$ cat src/design/wwd_pkg.sv
// Package: constants, register map and types of the windowed watchdog.
// Assumes a single 20 MHz clock domain; the RC oscillator is modelled as a tick.
package wwd_pkg;

  // ==========================================================================
  // Clocking
  localparam int unsigned CLK_HZ          = 20_000_000;
  localparam int unsigned RCO_HZ          = 32_000;
  localparam int unsigned RCO_DIV         = CLK_HZ / RCO_HZ;
  localparam int unsigned RCO_CNT_W       = 10;
  localparam logic [RCO_CNT_W-1:0] RCO_LAST = RCO_CNT_W'(RCO_DIV - 1);

  // Nominal base periods at the prescaler output, in microseconds
  localparam int unsigned BASE_PERIOD_DIV32_US  = 1000;
  localparam int unsigned BASE_PERIOD_DIV128_US = 4000;

  // ==========================================================================
  // Counter geometry
  localparam int unsigned PRE_W     = 7;
  localparam int unsigned POST_W    = 15;
  localparam int unsigned ELAPSED_W = PRE_W + POST_W;
  localparam int unsigned POST_SEL_W = 4;
  localparam logic [PRE_W-1:0] PRE_LAST_32  = 7'h1f;
  localparam logic [PRE_W-1:0] PRE_LAST_128 = 7'h7f;
  localparam logic [2:0] PRE_SHIFT_32  = 3'h5;
  localparam logic [2:0] PRE_SHIFT_128 = 3'h7;
  localparam logic [4:0] QUARTER_SHIFT = 5'h02;

  // ==========================================================================
  // APB register map (byte addresses)
  localparam int unsigned ADDR_W = 12;
  localparam logic [ADDR_W-1:0] ADDR_RESET_CTL = 12'h000;
  localparam logic [ADDR_W-1:0] ADDR_CONFIG    = 12'h004;
  localparam logic [ADDR_W-1:0] ADDR_STATUS    = 12'h008;

  // reset_control_reg fields
  localparam int unsigned RC_SOFT_EN_BIT = 5;
  localparam int unsigned RC_TIMEOUT_BIT = 4;
  localparam int unsigned RC_SLEEP_BIT   = 3;
  localparam int unsigned RC_IDLE_BIT    = 2;

  // wd_config_word fields
  localparam int unsigned CFG_W          = 8;
  localparam int unsigned CFG_HARD_EN_BIT = 7;
  localparam int unsigned CFG_WIN_OFF_BIT = 6;
  localparam int unsigned CFG_PRE_BIT     = 4;
  localparam int unsigned CFG_POST_LSB    = 0;
  localparam logic [CFG_W-1:0] CFG_RESET  = 8'hdf;
  localparam logic [CFG_W-1:0] CFG_MASK   = 8'hdf;

  // Status register fields
  localparam int unsigned ST_PWR_LSB = 22;

  // ==========================================================================
  // Power state
  typedef enum logic [1:0] {
    PWR_RUN   = 2'b00,
    PWR_SLEEP = 2'b01,
    PWR_IDLE  = 2'b10
  } wwd_pwr_t;

endpackage : wwd_pkg

$ cat src/design/wwd_cnt_if.sv
// Interface: control and status between the watchdog top and its counter.
// Assumes both ends sit on the same clock.
interface wwd_cnt_if;
  import wwd_pkg::*;
  logic                  tick;
  logic                  clr;
  logic                  run;
  logic                  pre_sel;
  logic [POST_SEL_W-1:0] post_sel;
  logic                  timeout;
  logic                  early;
  logic [ELAPSED_W-1:0]  elapsed;

  modport ctl (output tick, clr, run, pre_sel, post_sel, input timeout, early, elapsed);
  modport cnt (input tick, clr, run, pre_sel, post_sel, output timeout, early, elapsed);
endinterface : wwd_cnt_if

$ cat src/design/wwd_counter.sv
// Prescaler and postscaler counter of the watchdog.
// Assumes tick is a one-cycle pulse per RC oscillator period.
module wwd_counter (
  input wire logic clk,
  input wire logic rst,
  wwd_cnt_if.cnt   cif
);
  import wwd_pkg::*;

  logic [PRE_W-1:0]     pre_ff;
  logic [POST_W-1:0]    post_ff;
  logic                 timeout_ff;
  logic [PRE_W-1:0]     nxt_pre;
  logic [POST_W-1:0]    nxt_post;

  // ==========================================================================
  // Ratio selection
  wire [PRE_W-1:0]  pre_last  = cif.pre_sel ? PRE_LAST_128 : PRE_LAST_32;
  wire [2:0]        pre_shift = cif.pre_sel ? PRE_SHIFT_128 : PRE_SHIFT_32;
  wire [POST_W-1:0] post_last = POST_W'((32'd1 << cif.post_sel) - 32'd1);
  wire              step      = cif.tick && cif.run;
  wire              pre_wrap  = step && (pre_ff == pre_last);
  wire              post_wrap = pre_wrap && (post_ff == post_last);

  // ==========================================================================
  // Window position: elapsed ticks against three quarters of the period
  wire [4:0]           period_log = 5'(cif.post_sel) + 5'(pre_shift);
  wire [ELAPSED_W-1:0] win_start  = ELAPSED_W'(22'h3 << (period_log - QUARTER_SHIFT));
  wire [ELAPSED_W-1:0] elapsed_w  = (ELAPSED_W'(post_ff) << pre_shift) | ELAPSED_W'(pre_ff);

  always_comb begin
    nxt_pre  = pre_ff;
    nxt_post = post_ff;
    if (cif.clr) begin
      nxt_pre  = '0;
      nxt_post = '0;
    end else if (step) begin
      nxt_pre = pre_wrap ? '0 : PRE_W'(pre_ff + 1'b1);
      if (pre_wrap) begin
        nxt_post = post_wrap ? '0 : POST_W'(post_ff + 1'b1);
      end
    end
  end

  always_ff @(posedge clk or posedge rst) begin
    if (rst) begin
      pre_ff     <= '0;
      post_ff    <= '0;
      timeout_ff <= 1'b0;
    end else begin
      pre_ff     <= nxt_pre;
      post_ff    <= nxt_post;
      timeout_ff <= post_wrap && !cif.clr;
    end
  end

  assign cif.timeout = timeout_ff;
  assign cif.elapsed = elapsed_w;
  assign cif.early   = elapsed_w < win_start;

endmodule // wwd_counter

$ cat src/design/wwd_top.sv
// Windowed watchdog timer with APB register access.
// Assumes core instruction strobes are one-cycle pulses synchronous to clk.
//
// Contract
// - Watchdog runs from RC oscillator, enable forces it
// - Prescaler divides by 32 or 128
// - Base period 1 ms or 4 ms
// - Postscaler has sixteen ratios 1:1 to 1:32768
// - Any device reset clears all counts
// - Completed clock switch clears all counts
// - Entering sleep or idle clears counts
// - Leaving sleep or idle clears counts
// - Clear instruction clears counts while running
// - Counts in sleep/idle; timeout wakes the core
// - Sleep/idle flags stay until software clears
// - Hard enable forces watchdog on
// - Otherwise soft enable bit controls it
// - Any device reset clears soft enable
// - Window mode: early clear causes reset
// - Timeout flag sticky, cleared only by software
// - Prescale select one means divide by 128
// - Postscale code n gives ratio two to n
// - Window-off bit one means non-window mode
//
// The register offsets and the APB interface to the registers are this design's own decisions.
module wwd_top (
  input  wire logic                      clk,
  input  wire logic                      rst,
  input  wire logic                      psel,
  input  wire logic                      penable,
  input  wire logic                      pwrite,
  input  wire logic [wwd_pkg::ADDR_W-1:0] paddr,
  input  wire logic [31:0]               pwdata,
  output wire logic [31:0]               prdata,
  output wire logic                      pready,
  output wire logic                      pslverr,
  input  wire logic                      sys_reset,
  input  wire logic                      clear_watchdog_instr,
  input  wire logic                      power_save_instr,
  input  wire logic                      power_save_idle,
  input  wire logic                      osc_switch_done,
  input  wire logic                      wake_event,
  output wire logic                      low_power_rc_osc_on,
  output wire logic                      wd_reset_req,
  output wire logic                      wd_wake,
  output wire logic                      core_halted
);
  import wwd_pkg::*;

  wwd_cnt_if cif ();

  logic [CFG_W-1:0]      cfg_ff;
  logic                  soft_en_ff;
  localparam int unsigned FLAG_N = RC_TIMEOUT_BIT - RC_IDLE_BIT + 1;
  logic [FLAG_N-1:0]     flag_ff;
  wwd_pwr_t              pwr_ff;
  wwd_pwr_t              nxt_pwr;
  logic [RCO_CNT_W-1:0]  rco_cnt_ff;
  logic                  tick_ff;
  logic                  osc_on_ff;
  logic                  reset_req_ff;
  logic                  wake_ff;
  logic                  halted_ff;
  logic [31:0]           prdata_ff;
  logic                  pready_ff;
  logic                  pslverr_ff;

  // ==========================================================================
  // Configuration decode
  wire wd_hard_enable      = cfg_ff[CFG_HARD_EN_BIT];
  wire wd_window_off       = cfg_ff[CFG_WIN_OFF_BIT];
  wire wd_prescale_select  = cfg_ff[CFG_PRE_BIT];
  wire [POST_SEL_W-1:0] wd_postscale_select = cfg_ff[CFG_POST_LSB +: POST_SEL_W];
  wire wd_enabled  = wd_hard_enable || soft_en_ff;
  wire window_mode = !wd_window_off;

  // ==========================================================================
  // Event decode
  wire running     = (pwr_ff == PWR_RUN);
  wire clr_run     = clear_watchdog_instr && running;
  wire psave_run   = power_save_instr && running;
  wire timeout_evt = cif.timeout;
  wire leave_save  = !running && (timeout_evt || wake_event);
  wire early_clear = clr_run && wd_enabled && window_mode && cif.early;
  wire bite        = (timeout_evt && running) || early_clear;
  wire count_clr   = sys_reset || osc_switch_done || psave_run
                  || leave_save || clr_run || !wd_enabled;

  assign cif.tick     = tick_ff;
  assign cif.run      = wd_enabled;
  assign cif.clr      = count_clr;
  assign cif.pre_sel  = wd_prescale_select;
  assign cif.post_sel = wd_postscale_select;

  wwd_counter u_counter (
    .clk (clk),
    .rst (rst),
    .cif (cif)
  );

  // ==========================================================================
  // RC oscillator tick: only runs while the watchdog holds the oscillator on
  wire rco_wrap = (rco_cnt_ff == RCO_LAST);

  always_ff @(posedge clk or posedge rst) begin
    if (rst) begin
      osc_on_ff  <= 1'b0;
      rco_cnt_ff <= '0;
      tick_ff    <= 1'b0;
    end else begin
      osc_on_ff  <= wd_enabled;
      rco_cnt_ff <= (!osc_on_ff || rco_wrap) ? '0 : RCO_CNT_W'(rco_cnt_ff + 1'b1);
      tick_ff    <= osc_on_ff && rco_wrap;
    end
  end

  // ==========================================================================
  // Power state
  always_comb begin
    nxt_pwr = pwr_ff;
    case (pwr_ff)
      PWR_RUN: begin
        if (psave_run) begin
          nxt_pwr = power_save_idle ? PWR_IDLE : PWR_SLEEP;
        end
      end
      PWR_SLEEP,
      PWR_IDLE: begin
        if (leave_save) begin
          nxt_pwr = PWR_RUN;
        end
      end
      default: nxt_pwr = PWR_RUN;
    endcase
    if (sys_reset) begin
      nxt_pwr = PWR_RUN;
    end
  end

  always_ff @(posedge clk or posedge rst) begin
    if (rst) begin
      pwr_ff       <= PWR_RUN;
      reset_req_ff <= 1'b0;
      wake_ff      <= 1'b0;
      halted_ff    <= 1'b0;
    end else begin
      pwr_ff       <= nxt_pwr;
      reset_req_ff <= bite;
      wake_ff      <= leave_save && timeout_evt;
      halted_ff    <= (nxt_pwr != PWR_RUN);
    end
  end

  // ==========================================================================
  // APB slave: zero wait states, pready answers in the access phase
  wire setup_ph  = psel && !penable;
  wire access_ok = psel && penable && pready_ff;
  wire wr_done   = access_ok && pwrite && !pslverr_ff;
  wire hit_rc    = (paddr == ADDR_RESET_CTL);
  wire hit_cfg   = (paddr == ADDR_CONFIG);
  wire hit_st    = (paddr == ADDR_STATUS);
  wire mapped    = hit_rc || hit_cfg || hit_st;
  wire wr_rc     = wr_done && hit_rc;
  wire wr_cfg    = wr_done && hit_cfg;

  wire [31:0] rc_rd  = (32'(soft_en_ff) << RC_SOFT_EN_BIT)
                     | (32'(flag_ff) << RC_IDLE_BIT);
  wire [31:0] cfg_rd = 32'(cfg_ff);
  wire [31:0] st_rd  = (32'(pwr_ff) << ST_PWR_LSB) | 32'(cif.elapsed);
  wire [31:0] rd_mux = hit_rc ? rc_rd : hit_cfg ? cfg_rd : hit_st ? st_rd : 32'h0000_0000;

  always_ff @(posedge clk or posedge rst) begin
    if (rst) begin
      pready_ff  <= 1'b0;
      pslverr_ff <= 1'b0;
      prdata_ff  <= 32'h0000_0000;
    end else begin
      pready_ff  <= setup_ph;
      pslverr_ff <= setup_ph && !mapped;
      if (setup_ph) begin
        prdata_ff <= pwrite ? 32'h0000_0000 : rd_mux;
      end
    end
  end

  // ==========================================================================
  // Registers. Writing zero clears a flag; a hardware set in the same cycle wins.
  // Flag i sits at reset_control_reg bit RC_IDLE_BIT + i: idle, sleep, then timeout
  wire              set_sleep = psave_run && !power_save_idle;
  wire              set_idle  = psave_run && power_save_idle;
  wire [FLAG_N-1:0] flag_set  = {timeout_evt || early_clear, set_sleep, set_idle};
  wire [FLAG_N-1:0] nxt_flag;

  for (genvar gi = 0; gi < FLAG_N; gi++) begin : g_flag
    wire clr_flag = wr_rc && !pwdata[RC_IDLE_BIT + gi];
    assign nxt_flag[gi] = flag_set[gi] || (flag_ff[gi] && !clr_flag);
  end

  always_ff @(posedge clk or posedge rst) begin
    if (rst) begin
      cfg_ff     <= CFG_RESET;
      soft_en_ff <= 1'b0;
      flag_ff    <= '0;
    end else begin
      if (wr_cfg) begin
        cfg_ff <= pwdata[CFG_W-1:0] & CFG_MASK;
      end
      if (sys_reset) begin
        soft_en_ff <= 1'b0;
      end else if (wr_rc) begin
        soft_en_ff <= pwdata[RC_SOFT_EN_BIT];
      end
      flag_ff <= nxt_flag;
    end
  end

  assign prdata              = prdata_ff;
  assign pready              = pready_ff;
  assign pslverr             = pslverr_ff;
  assign low_power_rc_osc_on = osc_on_ff;
  assign wd_reset_req        = reset_req_ff;
  assign wd_wake             = wake_ff;
  assign core_halted         = halted_ff;

endmodule // wwd_top

$ cat config.mk
export PLATFORM = sky130hd
export DESIGN_NAME = wwd_top
export DESIGN_NICKNAME = d
export VERILOG_FILES = /design/src/design/wwd_pkg.sv /design/src/design/wwd_cnt_if.sv /design/src/design/wwd_counter.sv /design/src/design/wwd_top.sv
export SDC_FILE = /design/constraint.sdc
export NUM_CORES = 1
export LEC_CHECK = 0
export BUFFER_PORTS_ARGS = -buffer_cell sky130_fd_sc_hd__clkbuf_2
export CAP_MARGIN = 5
export CORE_ASPECT_RATIO = 0.75
export CORE_UTILIZATION = 45
export DETAILED_ROUTE_END_ITERATION = 6
export PLACE_DENSITY = 0.76
export SETUP_SLACK_MARGIN = 0.02
export SLEW_MARGIN = 20
export SYNTH_ARGS = -nofsm -noshare
export SYNTH_HDL_FRONTEND = slang
export SYNTH_HIERARCHICAL = 1
export SYNTH_SLANG_ARGS = --single-unit
$ cat constraint.sdc
create_clock -name clk -period 5.15 [get_ports clk]
set_clock_uncertainty 0.1 [all_clocks]
set_input_delay 0.7725 -clock clk [delete_from_list [all_inputs] [get_ports clk]]
set_output_delay 0.7725 -clock clk [all_outputs]
set_load 0.1 [all_outputs]
### Word-level counts from Yosys, hierarchy flattened

Cells that the tools add are included.

* bits in registers: 85
* input port bits: 55
* output and inout port bits: 38
* word-level logic and storage cells: 124

* add/sub/neg operators: 6
* $lt $le $gt $ge: 1
* equality and inequality tests: 7
* shift operators: 3
* mux-type cells: 21
* bitwise logic cells: 3
* reductions and logical operators: 67

Operator list (count)
* $mux 24: 4
* $mux 15: 4
* $logic_and 1x1->1: 29
* $mux 7: 4
* $or 24x22->24: 1
* $lt 22x22->1: 1
* $or 22x7->22: 1
* $shl 15x3->22: 1
* $shl 2x5->22 const A: 1
* $add 15x1->15 const B: 1
* $eq 15x15->1: 1
* $logic_not 1->1: 15
* $logic_or 1x1->1: 15
* $shl 1x4->15 const A: 1
* $sub 15x1->15 const B: 1
* $eq 12x3->1 const B: 1
* $eq 12x4->1 const B: 1
* $logic_not 12->1: 1
* $add 10x1->10 const B: 1
* $eq 10x10->1 const B: 1
* $mux 10: 1
* $mux 2: 5
* $reduce_bool 2->1: 4
* $add 7x1->7 const B: 1
* other kinds (11): 12

### Logic depth before layout (Yosys ltp)

Gate-level depths: netlist (run 1).

* word-level depth: 9
* depth in mapped cells: 22
* mapped depth without buffers: 20

### Hierarchy

Netlist (run 1), hierarchy kept.

By module, submodules not included
* wwd_counter: times used 1, cells each 384, area each 3078.0 sq um, seq. area each 575.6 sq um
* wwd_top: times used 1, cells each 224, area each 2477.4 sq um, seq. area each 1360.1 sq um

### Worst setup path after synthesis (run 1)

Ideal clock, no wire load.

* path type: register to register
* from: reg cfg_ff[4]
* to: reg reset_req_ff (netlist: wd_reset_req)
* library setup time: 0.073 ns
* data arrival time: 4.332 ns
* data required time: 4.977 ns
* slack: 0.645 ns
* cell stages (with the launch flop): 22
* clock period less this slack: 4.505 ns
* path through: dfstp_2 > buf_6 > clkbuf_1 > inv_1 > ha_1 > inv_1 > ha_1 > inv_1 > fa_1 > clkbuf_1 > nor2b_1 > nand2_1 > ha_1 > a21o_1 > a21o_1 > a21oi_1 > a2111o_1 > nand4b_1 > a221oi_1 > and4b_1 > a21oi_1 > nor2b_1

* cells in the longest elaborated chain, start to end: 7
* elaborated cells between the ends (all ways): 9

RTL lines
* start: declaration: line wwd_top.sv:52 `logic [CFG_W-1:0] cfg_ff;`
* start signal: assignment: line wwd_top.sv:206 `cfg_ff <= pwdata[CFG_W-1:0] & CFG_MASK;`
* $mux 2 (*): line wwd_counter.sv:19 `wire [2:0] pre_shift = cif.pre_sel ? PRE_SHIFT_128 : PRE_SHIFT_32;`
* $add 4x3->5: line wwd_counter.sv:27 `wire [4:0] period_log = 5'(cif.post_sel) + 5'(pre_shift);`
* $sub 5x2->5: line wwd_counter.sv:28 `wire [ELAPSED_W-1:0] win_start = ELAPSED_W'(22'h3 << (period_log - QUARTER_SHIFT));`
* $shl 2x5->22: line wwd_counter.sv:28
* $lt 22x22->1 (*): line wwd_counter.sv:59 `assign cif.early = elapsed_w < win_start;`
* via cif.early: line wwd_cnt_if.sv:11 `logic early;`
* $logic_and 1x1->1 (*): line wwd_top.sv:84 `wire early_clear = clr_run && wd_enabled && window_mode && cif.early;`
* $logic_or 1x1->1 (*): line wwd_top.sv:85 `wire bite = (timeout_evt && running) || early_clear;`
* via bite: line wwd_top.sv:85
* end signal: assignment: line wwd_top.sv:148 `reset_req_ff <= bite;`
* end: declaration: line wwd_top.sv:61 `logic reset_req_ff;`

The timed path passes the listed nets; every way through them passes the cells marked *.
A chain may end at the register's enable or synchronous reset.

### Worst setup path after layout (run 1)

* from: reg cfg_ff[1]
* to: reg reset_req_ff (netlist: wd_reset_req)

* cells in the longest elaborated chain, start to end: 6

RTL lines (line)
* $add 4x3->5: wwd_counter.sv:27
* $sub 5x2->5: wwd_counter.sv:28
* $shl 2x5->22: wwd_counter.sv:28
* $lt 22x22->1: wwd_counter.sv:59
* via cif.early: wwd_cnt_if.sv:11
* $logic_and 1x1->1: wwd_top.sv:84
* $logic_or 1x1->1: wwd_top.sv:85
* via bite: wwd_top.sv:85

The timed path passes the listed nets, and every way through them passes these cells.

==> flow_summary.rst, run 1 <==
.. list-table::
   :header-rows: 1

   * - Metric
     - Value
   * - P_int
     - roughly 0.00096 W
   * - Clock root buffer
     - sky130_fd_sc_hd__clkbuf_16
   * - Routed Antenna Nets
     - 0
   * - Beginning of the worst register-to-register path
     - cfg_ff[1]$_DFFE_PP1P_
   * - Core area
     - between 10000 and 15000 um2
   * - Number of placed instances with taps included
     - 793
   * - Yosys reg bits
     - just under 80
   * - Effective utilization at floorplan
     - 0.470
   * - Type of element launching the critical path
     - flop
   * - Die outline area
     - 12800 um2
   * - Synth Warn #
     - 6
   * - Clock H-tree levels
     - 3
   * - Total gr overflow
     - 0
   * - Number of iterations in the first detailed-routing pass
     - 5
   * - Share of the synthesized area in compound gates (AO/OA/AOI/OAI)
     - 0.191
   * - Share of total power in sequential cells
     - 0.465
   * - CTS resizes
     - 0
   * - Net switching component of the power
     - around 0.00035 W
   * - CTS buffer count
     - 9
   * - Slowest stage delay, CP
     - 770 ps
   * - Final-report max-slew violation count
     - 0
   * - Total Neg Setup Slack
     - 0 ps
   * - Clock buffer depth
     - 2
   * - Setup slack, reg-to-reg
     - between 400 and 500 ps
   * - Routability cong.
     - 0.878
   * - Fill cell total of the finished layout
     - roughly 1100
   * - Number of standard cells in the layout, taps in and fillers out
     - between 800 and 900
   * - Peak VDD IR
     - roughly 200 uV
   * - Final routed DRC violation total
     - 0
   * - Worst-path clk slew
     - 60 ps
   * - Post-Route Hold Slack
     - 386 ps
   * - Clk network pwr share
     - 0.463
   * - Final Setup Violations
     - 0
   * - Total inserted antenna cells
     - 0
   * - Fraction of the yosys area taken by sequential cells
     - 0.348
   * - Min-Delay Startpoint
     - prdata[1]$_DFFE_PP0P_
   * - Syn Inst Count
     - slightly above 600
   * - Switching power as a share of total power
     - 0.269
   * - Actual slew at the worst max-slew pin
     - between 900 and 1000 ps
   * - Max Cap Violations
     - 0
   * - Hold WC Path Type
     - flop to flop
   * - Area growth from synthesis to final layout
     - 10.5%
   * - Unique cell type count in the Yosys netlist
     - 80
   * - Detailed router's first-iteration violation count
     - between 300 and 400
   * - Number of nets in the finished design
     - between 700 and 800
   * - CP Cell Sequence
     - clkinv_1, ha_1, inv_1, ha_1, inv_1, fa_1, nor2b_1, nand2_1, ha_1, a21o_1, a21o_1, a21oi_1, a2111o_1, nand4b_1, a221oi_1, and4b_1, a21oi_1, nor2b_1
   * - Sum of net half-perimeters after detailed placement
     - around 10000 um
   * - Final critical path time including I/O delays and setup
     - ~4700 ps
   * - CP Class
     - flop to flop
   * - Crit share post-route
     - 0.919
   * - Largest family of logic cells by synthesized area
     - simple AND/OR/NAND/NOR gates
   * - Largest fanout on the critical path
     - 21
   * - Boundary pin count
     - 93
   * - Power per Cell Area
     - about 210 nW/um2
   * - Skew-Pair Late Insertion Delay
     - 340 ps
   * - Xor and xnor area share after synthesis
     - 0.0363
   * - Global-route usage over all layers
     - 0.233
   * - Worst Setup End Kind
     - flop
   * - Average vias per placed instance
     - 5.97
   * - Clock sink total
     - between 70 and 80
   * - Wire length of the first global-routing pass
     - 23400 um
   * - Crit path buf inv count
     - 3
   * - Critical path arrival
     - between 4000 and 5000 ps
   * - Max-slew headroom
     - 0.352
   * - Combinational fraction of design power
     - 0.072
   * - Gate family responsible for the most delay along the worst path
     - adder cells
   * - Reported leakage power
     - 2.76 nW
   * - Outcome
     - finished, final reports clean
   * - Horizontal die dimension
     - ~130 um
   * - Portion of netlist area occupied by mux cells
     - 0.0423
   * - Via count of the first global-routing pass
     - about 4800
   * - Maximum number of pins on one net before global-route repair
     - 55
   * - Share of final-layout standard cells stronger than drive strength 1
     - 0.210
   * - Slowest-stage cell, CP
     - sky130_fd_sc_hd__dfstp_2
   * - TritonCTS clock tree
     - built
   * - Post-synth EDFFs
     - 0
   * - Cell Rows
     - 34
   * - Total of hold buffers inserted after clock tree synthesis
     - 0
   * - Mapped Avg Cell Area
     - between 9 and 10 um2
   * - Die span in y
     - approximately 100 um
   * - Simple-gate share of the synthesized area
     - 0.236
   * - PortBufs
     - 60
   * - Netlist Area Pre-Place
     - between 5000 and 6000 um2
   * - Fin. Hold Viols
     - 0
   * - Share of synthesized registers carrying an async set or reset
     - 1.00
   * - Total chip power
     - ~0.0013 W
   * - Dpl cell area
     - between 5000 and 6000 um2
   * - Layout Cell Area excl Fill
     - slightly above 6000 um2
   * - Initial antenna violation count
     - 0
   * - Total via count in the routed design
     - around 4800
   * - Reg area
     - approximately 1900 um2
   * - RSZ-0062 raised after global routing
     - no
   * - Adder and majority cell fraction of the synthesized area
     - 0.0802
   * - WL/cell
     - ~18 um
   * - Top flip-flop cell by instance count after synthesis
     - sky130_fd_sc_hd__dfrtp_1
   * - Total setup buffers inserted after CTS
     - 0
   * - Worst setup startpoint
     - cfg_ff[1]$_DFFE_PP1P_
   * - Achievable frequency
     - ~0.21 GHz
   * - Data required time at the worst endpoint
     - 5330 ps
   * - Multi-input gate area in the final layout
     - roughly 3300 um2
   * - DRT Wirelength
     - between 10000 and 15000 um
   * - Cell with the most instances on the worst path
     - sky130_fd_sc_hd__ha_1
-- cells in the mapped netlist, drive strengths merged (4+ instances only) --
library cell	n	area, um2
nor3b	7	63.8
dfstp	7	184
and3	10	62.6
a221oi	6	52.6
xor2	12	105
or4	4	30.0
buf	30	195
nor4	5	65.1
a22oi	5	37.5
ha	34	425
nor2	46	173
nand2b	5	31.3
nor2b	13	81.3
a21oi	26	130
or3	8	55.1
inv	25	93.8
nand4	11	75.1
nand3	37	185
o21ai	26	130
nand2	64	250
dfrtp	70	1750
a22o	17	149
xnor2	11	96.3
and2	4	25.0
nor3	7	35.0
a21o	9	67.6
or2	6	37.5
a211oi	5	50.1
mux2	20	225
o311ai	9	139
clkbuf	18	67.6
-- final cells by class --
type / instances / area share
multi-input combinational: 464 / 0.536
sequential: 77 / 0.315
clock buffer: 9 / 0.0367
inverter: 26 / 0.0161
clock inverter: 7 / 0.00938
tap: 162 / 0.0330
timing repair buffer: 64 / 0.0538
-- cell families after synthesis --
group / after synthesis
AND/OR/NAND/NOR: 242
AO/OA/AOI/OAI: 135
flip-flops: 77
buffers and inverters: 74
adder cells (fa/ha/maj): 35
XOR/XNOR: 23
multiplexers: 21
other: 1
-- power by group through the flow --
stage               combinational [W]  sequential [W]  clock, W
floorplan                   0.0000619        0.000632         0
global placement            0.0000916        0.000621         0
detailed placement          0.0000938        0.000621         0
CTS                         0.0000942        0.000610  0.000622
global route                 0.000102        0.000610  0.000641
finish                      0.0000942        0.000610  0.000608
-- registers in the layout, summed over array words and instances (netlist names) --
register and cells:
low_power_rc_osc_on 1, cif.tick 1, soft_en_ff 1, prdata 24, u_counter/pre_ff 7, u_counter/post_ff 15
flag_ff 3, pslverr 1, cfg_ff 7, core_halted 1, pready 1, rco_cnt_ff 10
wd_reset_req 1, u_counter/cif.timeout 1, pwr_ff 2, wd_wake 1
-- final timing paths --
kind                       cells past startpoint                              end
max                                           18           wd_reset_req$_DFF_PP0_
min                                            2            prdata[1]$_DFFE_PP0P_
max reg2reg                                   18           wd_reset_req$_DFF_PP0_
min reg2reg                                    2            prdata[1]$_DFFE_PP0P_
max in group asynchronous                      2  u_counter/pre_ff[3]$_DFFE_PP0P_
min in group asynchronous                      2          rco_cnt_ff[4]$_DFF_PP0_
-- placed cells by master, fill, tap and decap left out, drive strengths merged, types with 8 or more instances in the layout --
master and count:
a21o 9, a21oi 26, a22o 17, and3 10
clkbuf 69, conb 8, dfrtp 70, ha 34
inv 27, mux2 20, nand2 64, nand3 37
nand4 11, nor2 46, nor2b 13, o21ai 26
o311ai 9, or3 8, xnor2 11, xor2 12
-- worst register-to-register path, stage by stage (launching register included) --
cell                       delay (ps)
sky130_fd_sc_hd__dfstp_2          770
sky130_fd_sc_hd__clkinv_1         180
sky130_fd_sc_hd__ha_1             300
sky130_fd_sc_hd__inv_1            100
sky130_fd_sc_hd__ha_1             200
sky130_fd_sc_hd__inv_1             70
sky130_fd_sc_hd__fa_1             760
sky130_fd_sc_hd__nor2b_1          280
sky130_fd_sc_hd__nand2_1           90
sky130_fd_sc_hd__ha_1             290
sky130_fd_sc_hd__a21o_1           160
sky130_fd_sc_hd__a21o_1           170
sky130_fd_sc_hd__a21oi_1          170
sky130_fd_sc_hd__a2111o_1         160
sky130_fd_sc_hd__nand4b_1         110
sky130_fd_sc_hd__a221oi_1         330
sky130_fd_sc_hd__and4b_1          230
sky130_fd_sc_hd__a21oi_1           80
sky130_fd_sc_hd__nor2b_1          110
-- through the flow --
step,utilization,setup slack (ps)
2_1_floorplan,-,645
3_3_place_gp,0.495,563
3_5_place_dp,0.495,458
4_1_cts,0.519,440
5_1_grt,0.519,178
6_report,0.519,417
-- per-layer routing --
layer  share of wire  vias up  global-route usage  routed length (um)
met4           0.019        0              0.0841                 269
li1                -     2253                   -                   -
met1            0.48     2357               0.329                6780
met2            0.44      195               0.347                6260
met3           0.062       28              0.0521                 883
met5               0        -                   0                   0
Note: power is estimated with default switching activity, not from simulation.
==> run 2, diff against run 1 <==
ABC_AREA = 1   (was unset)
==> flow_summary.rst, run 2 <==
.. list-table::
   :header-rows: 1

   * - Metric
     - Value
   * - Type of element launching the critical path
     - flop (unchanged)
   * - Total of hold buffers inserted after clock tree synthesis
     - 0 (unchanged)
   * - Clock H-tree levels
     - 3 (unchanged)
   * - Synth top cells by count
     - sky130_fd_sc_hd__nand2_1 (214), sky130_fd_sc_hd__inv_1 (91), sky130_fd_sc_hd__nand3_1 (82), sky130_fd_sc_hd__dfrtp_1 (70), sky130_fd_sc_hd__nor2_1 (67) (was sky130_fd_sc_hd__dfrtp_1 (70), sky130_fd_sc_hd__nand2_1 (62), sky130_fd_sc_hd__nor2_1 (46), sky130_fd_sc_hd__nand3_1 (37), sky130_fd_sc_hd__ha_1 (34))
   * - Main area contributors after synthesis
     - sky130_fd_sc_hd__dfrtp_1 (31%), sky130_fd_sc_hd__nand2_1 (14%), sky130_fd_sc_hd__ha_1 (7.5%) (was sky130_fd_sc_hd__dfrtp_1 (32%), sky130_fd_sc_hd__ha_1 (7.7%), sky130_fd_sc_hd__nand2_1 (4.2%))
   * - Largest fanout on the critical path
     - 10 (was 21)
   * - Fin. Hold Viols
     - 0 (unchanged)
   * - Final critical path time including I/O delays and setup
     - 4250 ps (was 4730 ps)
   * - Actual slew at the worst max-slew pin
     - 905 ps (was 971 ps)
   * - Data required time at the worst endpoint
     - 5320 ps (was 5330 ps)
   * - CP Class
     - flop to flop (unchanged)
   * - Share of final-layout standard cells stronger than drive strength 1
     - 0.167 (was 0.210)
   * - Via count of the first global-routing pass
     - 4619 (was 4756)
   * - Global-route usage over all layers
     - 0.224 (was 0.233)
   * - Number of nets in the finished design
     - 923 (was 732)
   * - Fraction of the yosys area taken by sequential cells
     - 0.342 (was 0.348)
   * - Power per Cell Area
     - 216 nW/um2 (was 214 nW/um2)
   * - Die span in y
     - 99.2 um (was 98.2 um)
   * - Fill cell total of the finished layout
     - 1210 (was 1078)
   * - CTS resizes
     - 0 (unchanged)
   * - Total Neg Setup Slack
     - 0 ps (unchanged)
   * - Sum of net half-perimeters after detailed placement
     - 10600 um (was 10200 um)
   * - Final routed DRC violation total
     - 0 (unchanged)
   * - Unique cell type count in the Yosys netlist
     - 41 (was 80)
   * - Clock root buffer
     - sky130_fd_sc_hd__clkbuf_16 (unchanged)
   * - Outcome
     - finished, final reports clean (unchanged)
   * - CTS buffer count
     - 9 (unchanged)
   * - Share of synthesized registers carrying an async set or reset
     - 1.00 (unchanged)
   * - Mapped Avg Cell Area
     - 7.18 um2 (was 9.14 um2)
   * - Maximum number of pins on one net before global-route repair
     - 55 (unchanged)
   * - Total inserted antenna cells
     - 0 (unchanged)
   * - Cell Rows
     - 35 (was 34)
   * - CP Cell Sequence
     - inv_2, ha_1, inv_1, ha_1, inv_1, fa_1, inv_1, nand2_1, nand2_1, inv_1, nor2_1, nand2_1, ha_1, a21oi_1, o21ai_0, nand2_1, o211ai_1, a211o_1, a21oi_1, a21oi_1, nor2_1 (was clkinv_1, ha_1, inv_1, ha_1, inv_1, fa_1, nor2b_1, nand2_1, ha_1, a21o_1, a21o_1, a21oi_1, a2111o_1, nand4b_1, a221oi_1, and4b_1, a21oi_1, nor2b_1)
   * - Area growth from synthesis to final layout
     - 11.0% (was 10.5%)
   * - Final-report max-slew violation count
     - 0 (unchanged)
   * - Most repeated cell in the gate-level netlist after synthesis
     - sky130_fd_sc_hd__nand2_1 (was sky130_fd_sc_hd__dfrtp_1)
   * - Dpl cell area
     - 5980 um2 (was 5850 um2)
   * - Slowest-stage cell, CP
     - sky130_fd_sc_hd__dfstp_2 (unchanged)
   * - Reported leakage power
     - 3.13 nW (was 2.76 nW)
   * - Netlist Area Pre-Place
     - 5660 um2 (was 5560 um2)
   * - Top flip-flop cell by instance count after synthesis
     - sky130_fd_sc_hd__dfrtp_1 (unchanged)
   * - Total via count in the routed design
     - 5134 (was 4833)
   * - PortBufs
     - 60 (unchanged)
   * - Wire length of the first global-routing pass
     - 23000 um (was 23400 um)
   * - TritonCTS clock tree
     - built (unchanged)
   * - Synth Warn #
     - 6 (unchanged)
   * - Initial antenna violation count
     - 0 (unchanged)
   * - Total gr overflow
     - 0 (unchanged)
   * - Number of stages on the worst hold path
     - 2 (unchanged)
   * - Most used cells in the layout excluding fill and tap cells
     - sky130_fd_sc_hd__nand2_1 (214), sky130_fd_sc_hd__inv_1 (90), sky130_fd_sc_hd__nand3_1 (82) (was sky130_fd_sc_hd__dfrtp_1 (70), sky130_fd_sc_hd__nand2_1 (62), sky130_fd_sc_hd__clkbuf_2 (60))
   * - Syn Inst Count
     - 789 (was 608)
   * - Peak VDD IR
     - 158 uV (was 199 uV)
   * - Achievable frequency
     - 0.235 GHz (was 0.211 GHz)
   * - Routed Antenna Nets
     - 0 (unchanged)
   * - Hold WC Path Type
     - flop to flop (unchanged)
   * - Most area-hungry cell type in the Yosys netlist
     - sky130_fd_sc_hd__dfrtp_1 (unchanged)
   * - Crit share post-route
     - 0.825 (was 0.919)
   * - Worst-path clk slew
     - 60 ps (about the same)
   * - DRT Wirelength
     - 13800 um (was 14200 um)
   * - FF-to-FF path depth
     - 21 (was 18)
   * - Post-synth EDFFs
     - 0 (unchanged)
   * - Average vias per placed instance
     - 5.11 (was 5.97)
   * - Detailed router's first-iteration violation count
     - 550 (was 396)
   * - Die outline area
     - 13000 um2 (was 12800 um2)
   * - Number of iterations in the first detailed-routing pass
     - 5 (unchanged)
   * - Horizontal die dimension
     - 132 um (was 130 um)
   * - Core area
     - 12300 um2 (was 11800 um2)
   * - Final Setup Violations
     - 0 (unchanged)
   * - Portion of synthesized cell area occupied by the leading cell type
     - 0.309 (was 0.315)
   * - Clock sink total
     - 77 (unchanged)
   * - Boundary pin count
     - 93 (unchanged)
   * - Skew-Pair Late Insertion Delay
     - 340 ps (about the same)
   * - RSZ-0062 raised after global routing
     - no (unchanged)
   * - Critical path arrival
     - 4420 ps (was 4910 ps)
   * - Max Cap Violations
     - 0 (unchanged)
   * - Most common cell after layout, fill and taps aside
     - sky130_fd_sc_hd__nand2_1 (was sky130_fd_sc_hd__dfrtp_1)
   * - Slowest stage delay, CP
     - 720 ps (was 770 ps)
   * - Yosys reg bits
     - 77 (unchanged)
   * - Flip-flop count of the largest register after layout
     - 24 (unchanged)
   * - WL/cell
     - 13.8 um (was 17.5 um)
   * - Max-slew headroom
     - 0.396 (was 0.352)
   * - Routability cong.
     - 0.954 (was 0.878)
   * - Effective utilization at floorplan
     - 0.462 (was 0.470)
   * - Worst Setup End Kind
     - flop (unchanged)
   * - Layout Cell Area excl Fill
     - 6280 um2 (was 6140 um2)
   * - Total setup buffers inserted after CTS
     - 0 (unchanged)
   * - Clock buffer depth
     - 2 (unchanged)
## run 2: changes by cell type after synthesis, moves of 13 or more
cell                      before  now
sky130_fd_sc_hd__o21ai_2       0   16
sky130_fd_sc_hd__nor2_1       46   67
sky130_fd_sc_hd__nor2b_1      13    0
sky130_fd_sc_hd__inv_1        25   91
sky130_fd_sc_hd__o21ai_1       2   19
sky130_fd_sc_hd__a22o_1       17    0
sky130_fd_sc_hd__nand3_1      37   82
sky130_fd_sc_hd__nand2_1      62  214
sky130_fd_sc_hd__mux2_2       20    0
## run 2: area by class of cell
cell class,count,area [um2],area share
inverters,99,372,0.0591
clock inverters,7,82.6,0.0131
clock buffers,9,225,0.0358
flip-flops and latches,77,1940,0.308
well taps,166,208,0.0330
repair buffers,63,323,0.0514
multi-input cells,583,3140,0.500
## run 2: through the flow
step	util	total power [W]	setup slack, ps	hold WS [ps]	cells
floorplan	-	0.000698	1550	346	796
global placement	0.487	0.000717	1030	363	988
detailed placement	0.487	0.000718	997	367	988
CTS	0.513	0.00137	960	382	1004
global route	0.513	0.00141	598	404	1004
finish	0.513	0.00136	900	381	1004
## run 2: path summary, 6_finish.rpt
path / from / end / slack [ps]
worst max-delay path: cfg_ff[1]$_DFFE_PP1P_ / wd_reset_req$_DFF_PP0_ / 900
worst min-delay path: prdata[4]$_DFFE_PP0P_ / prdata[4]$_DFFE_PP0P_ / 380
worst max register to register: cfg_ff[1]$_DFFE_PP1P_ / wd_reset_req$_DFF_PP0_ / 900
worst min register to register: prdata[4]$_DFFE_PP0P_ / prdata[4]$_DFFE_PP0P_ / 380
max in group asynchronous: rst / u_counter/post_ff[6]$_DFFE_PP0P_ / 3880
min in group asynchronous: rst / rco_cnt_ff[1]$_DFF_PP0_ / 480
## run 2: cells by family (layout without fill, tap and decap cells)
| kind of cell | Yosys count | count (layout) | share of synthesized area |
|---|---|---|---|
| compound gates | 100 | 100 | 0.105 |
| xor+xnor | 22 | 22 | 0.0340 |
| fa+ha+maj | 35 | 35 | 0.0787 |
| buf+inv | 136 | 178 | 0.108 |
| flops | 77 | 77 | 0.342 |
| other cells | 1 | 8 | 0.000662 |
| simple gates | 418 | 418 | 0.331 |
## run 2: power breakdown
part           total [W]  switching, W  internal (W)
sequential      0.000612    0.00000332      0.000608
combinational  0.0000949     0.0000763     0.0000186
clock           0.000650      0.000268      0.000382
## run 2: routing by layer
| metal | global-route usage | up-vias | share of wire |
|---|---|---|---|
| li1 | - | 2606 | - |
| met1 | 0.346 | 2339 | 0.52 |
| met2 | 0.313 | 183 | 0.40 |
| met3 | 0.0479 | 6 | 0.069 |
| met4 | 0.0501 | 0 | 0.0058 |
| met5 | 0 | - | 0 |
## run 2: critical path, delay by kind of cell (launching register included)
family / cells / cell delay (ps)
compound gates: 6 / 940
fa+ha+maj: 4 / 1170
buf+inv: 5 / 420
flops: 1 / 720
simple gates: 6 / 840
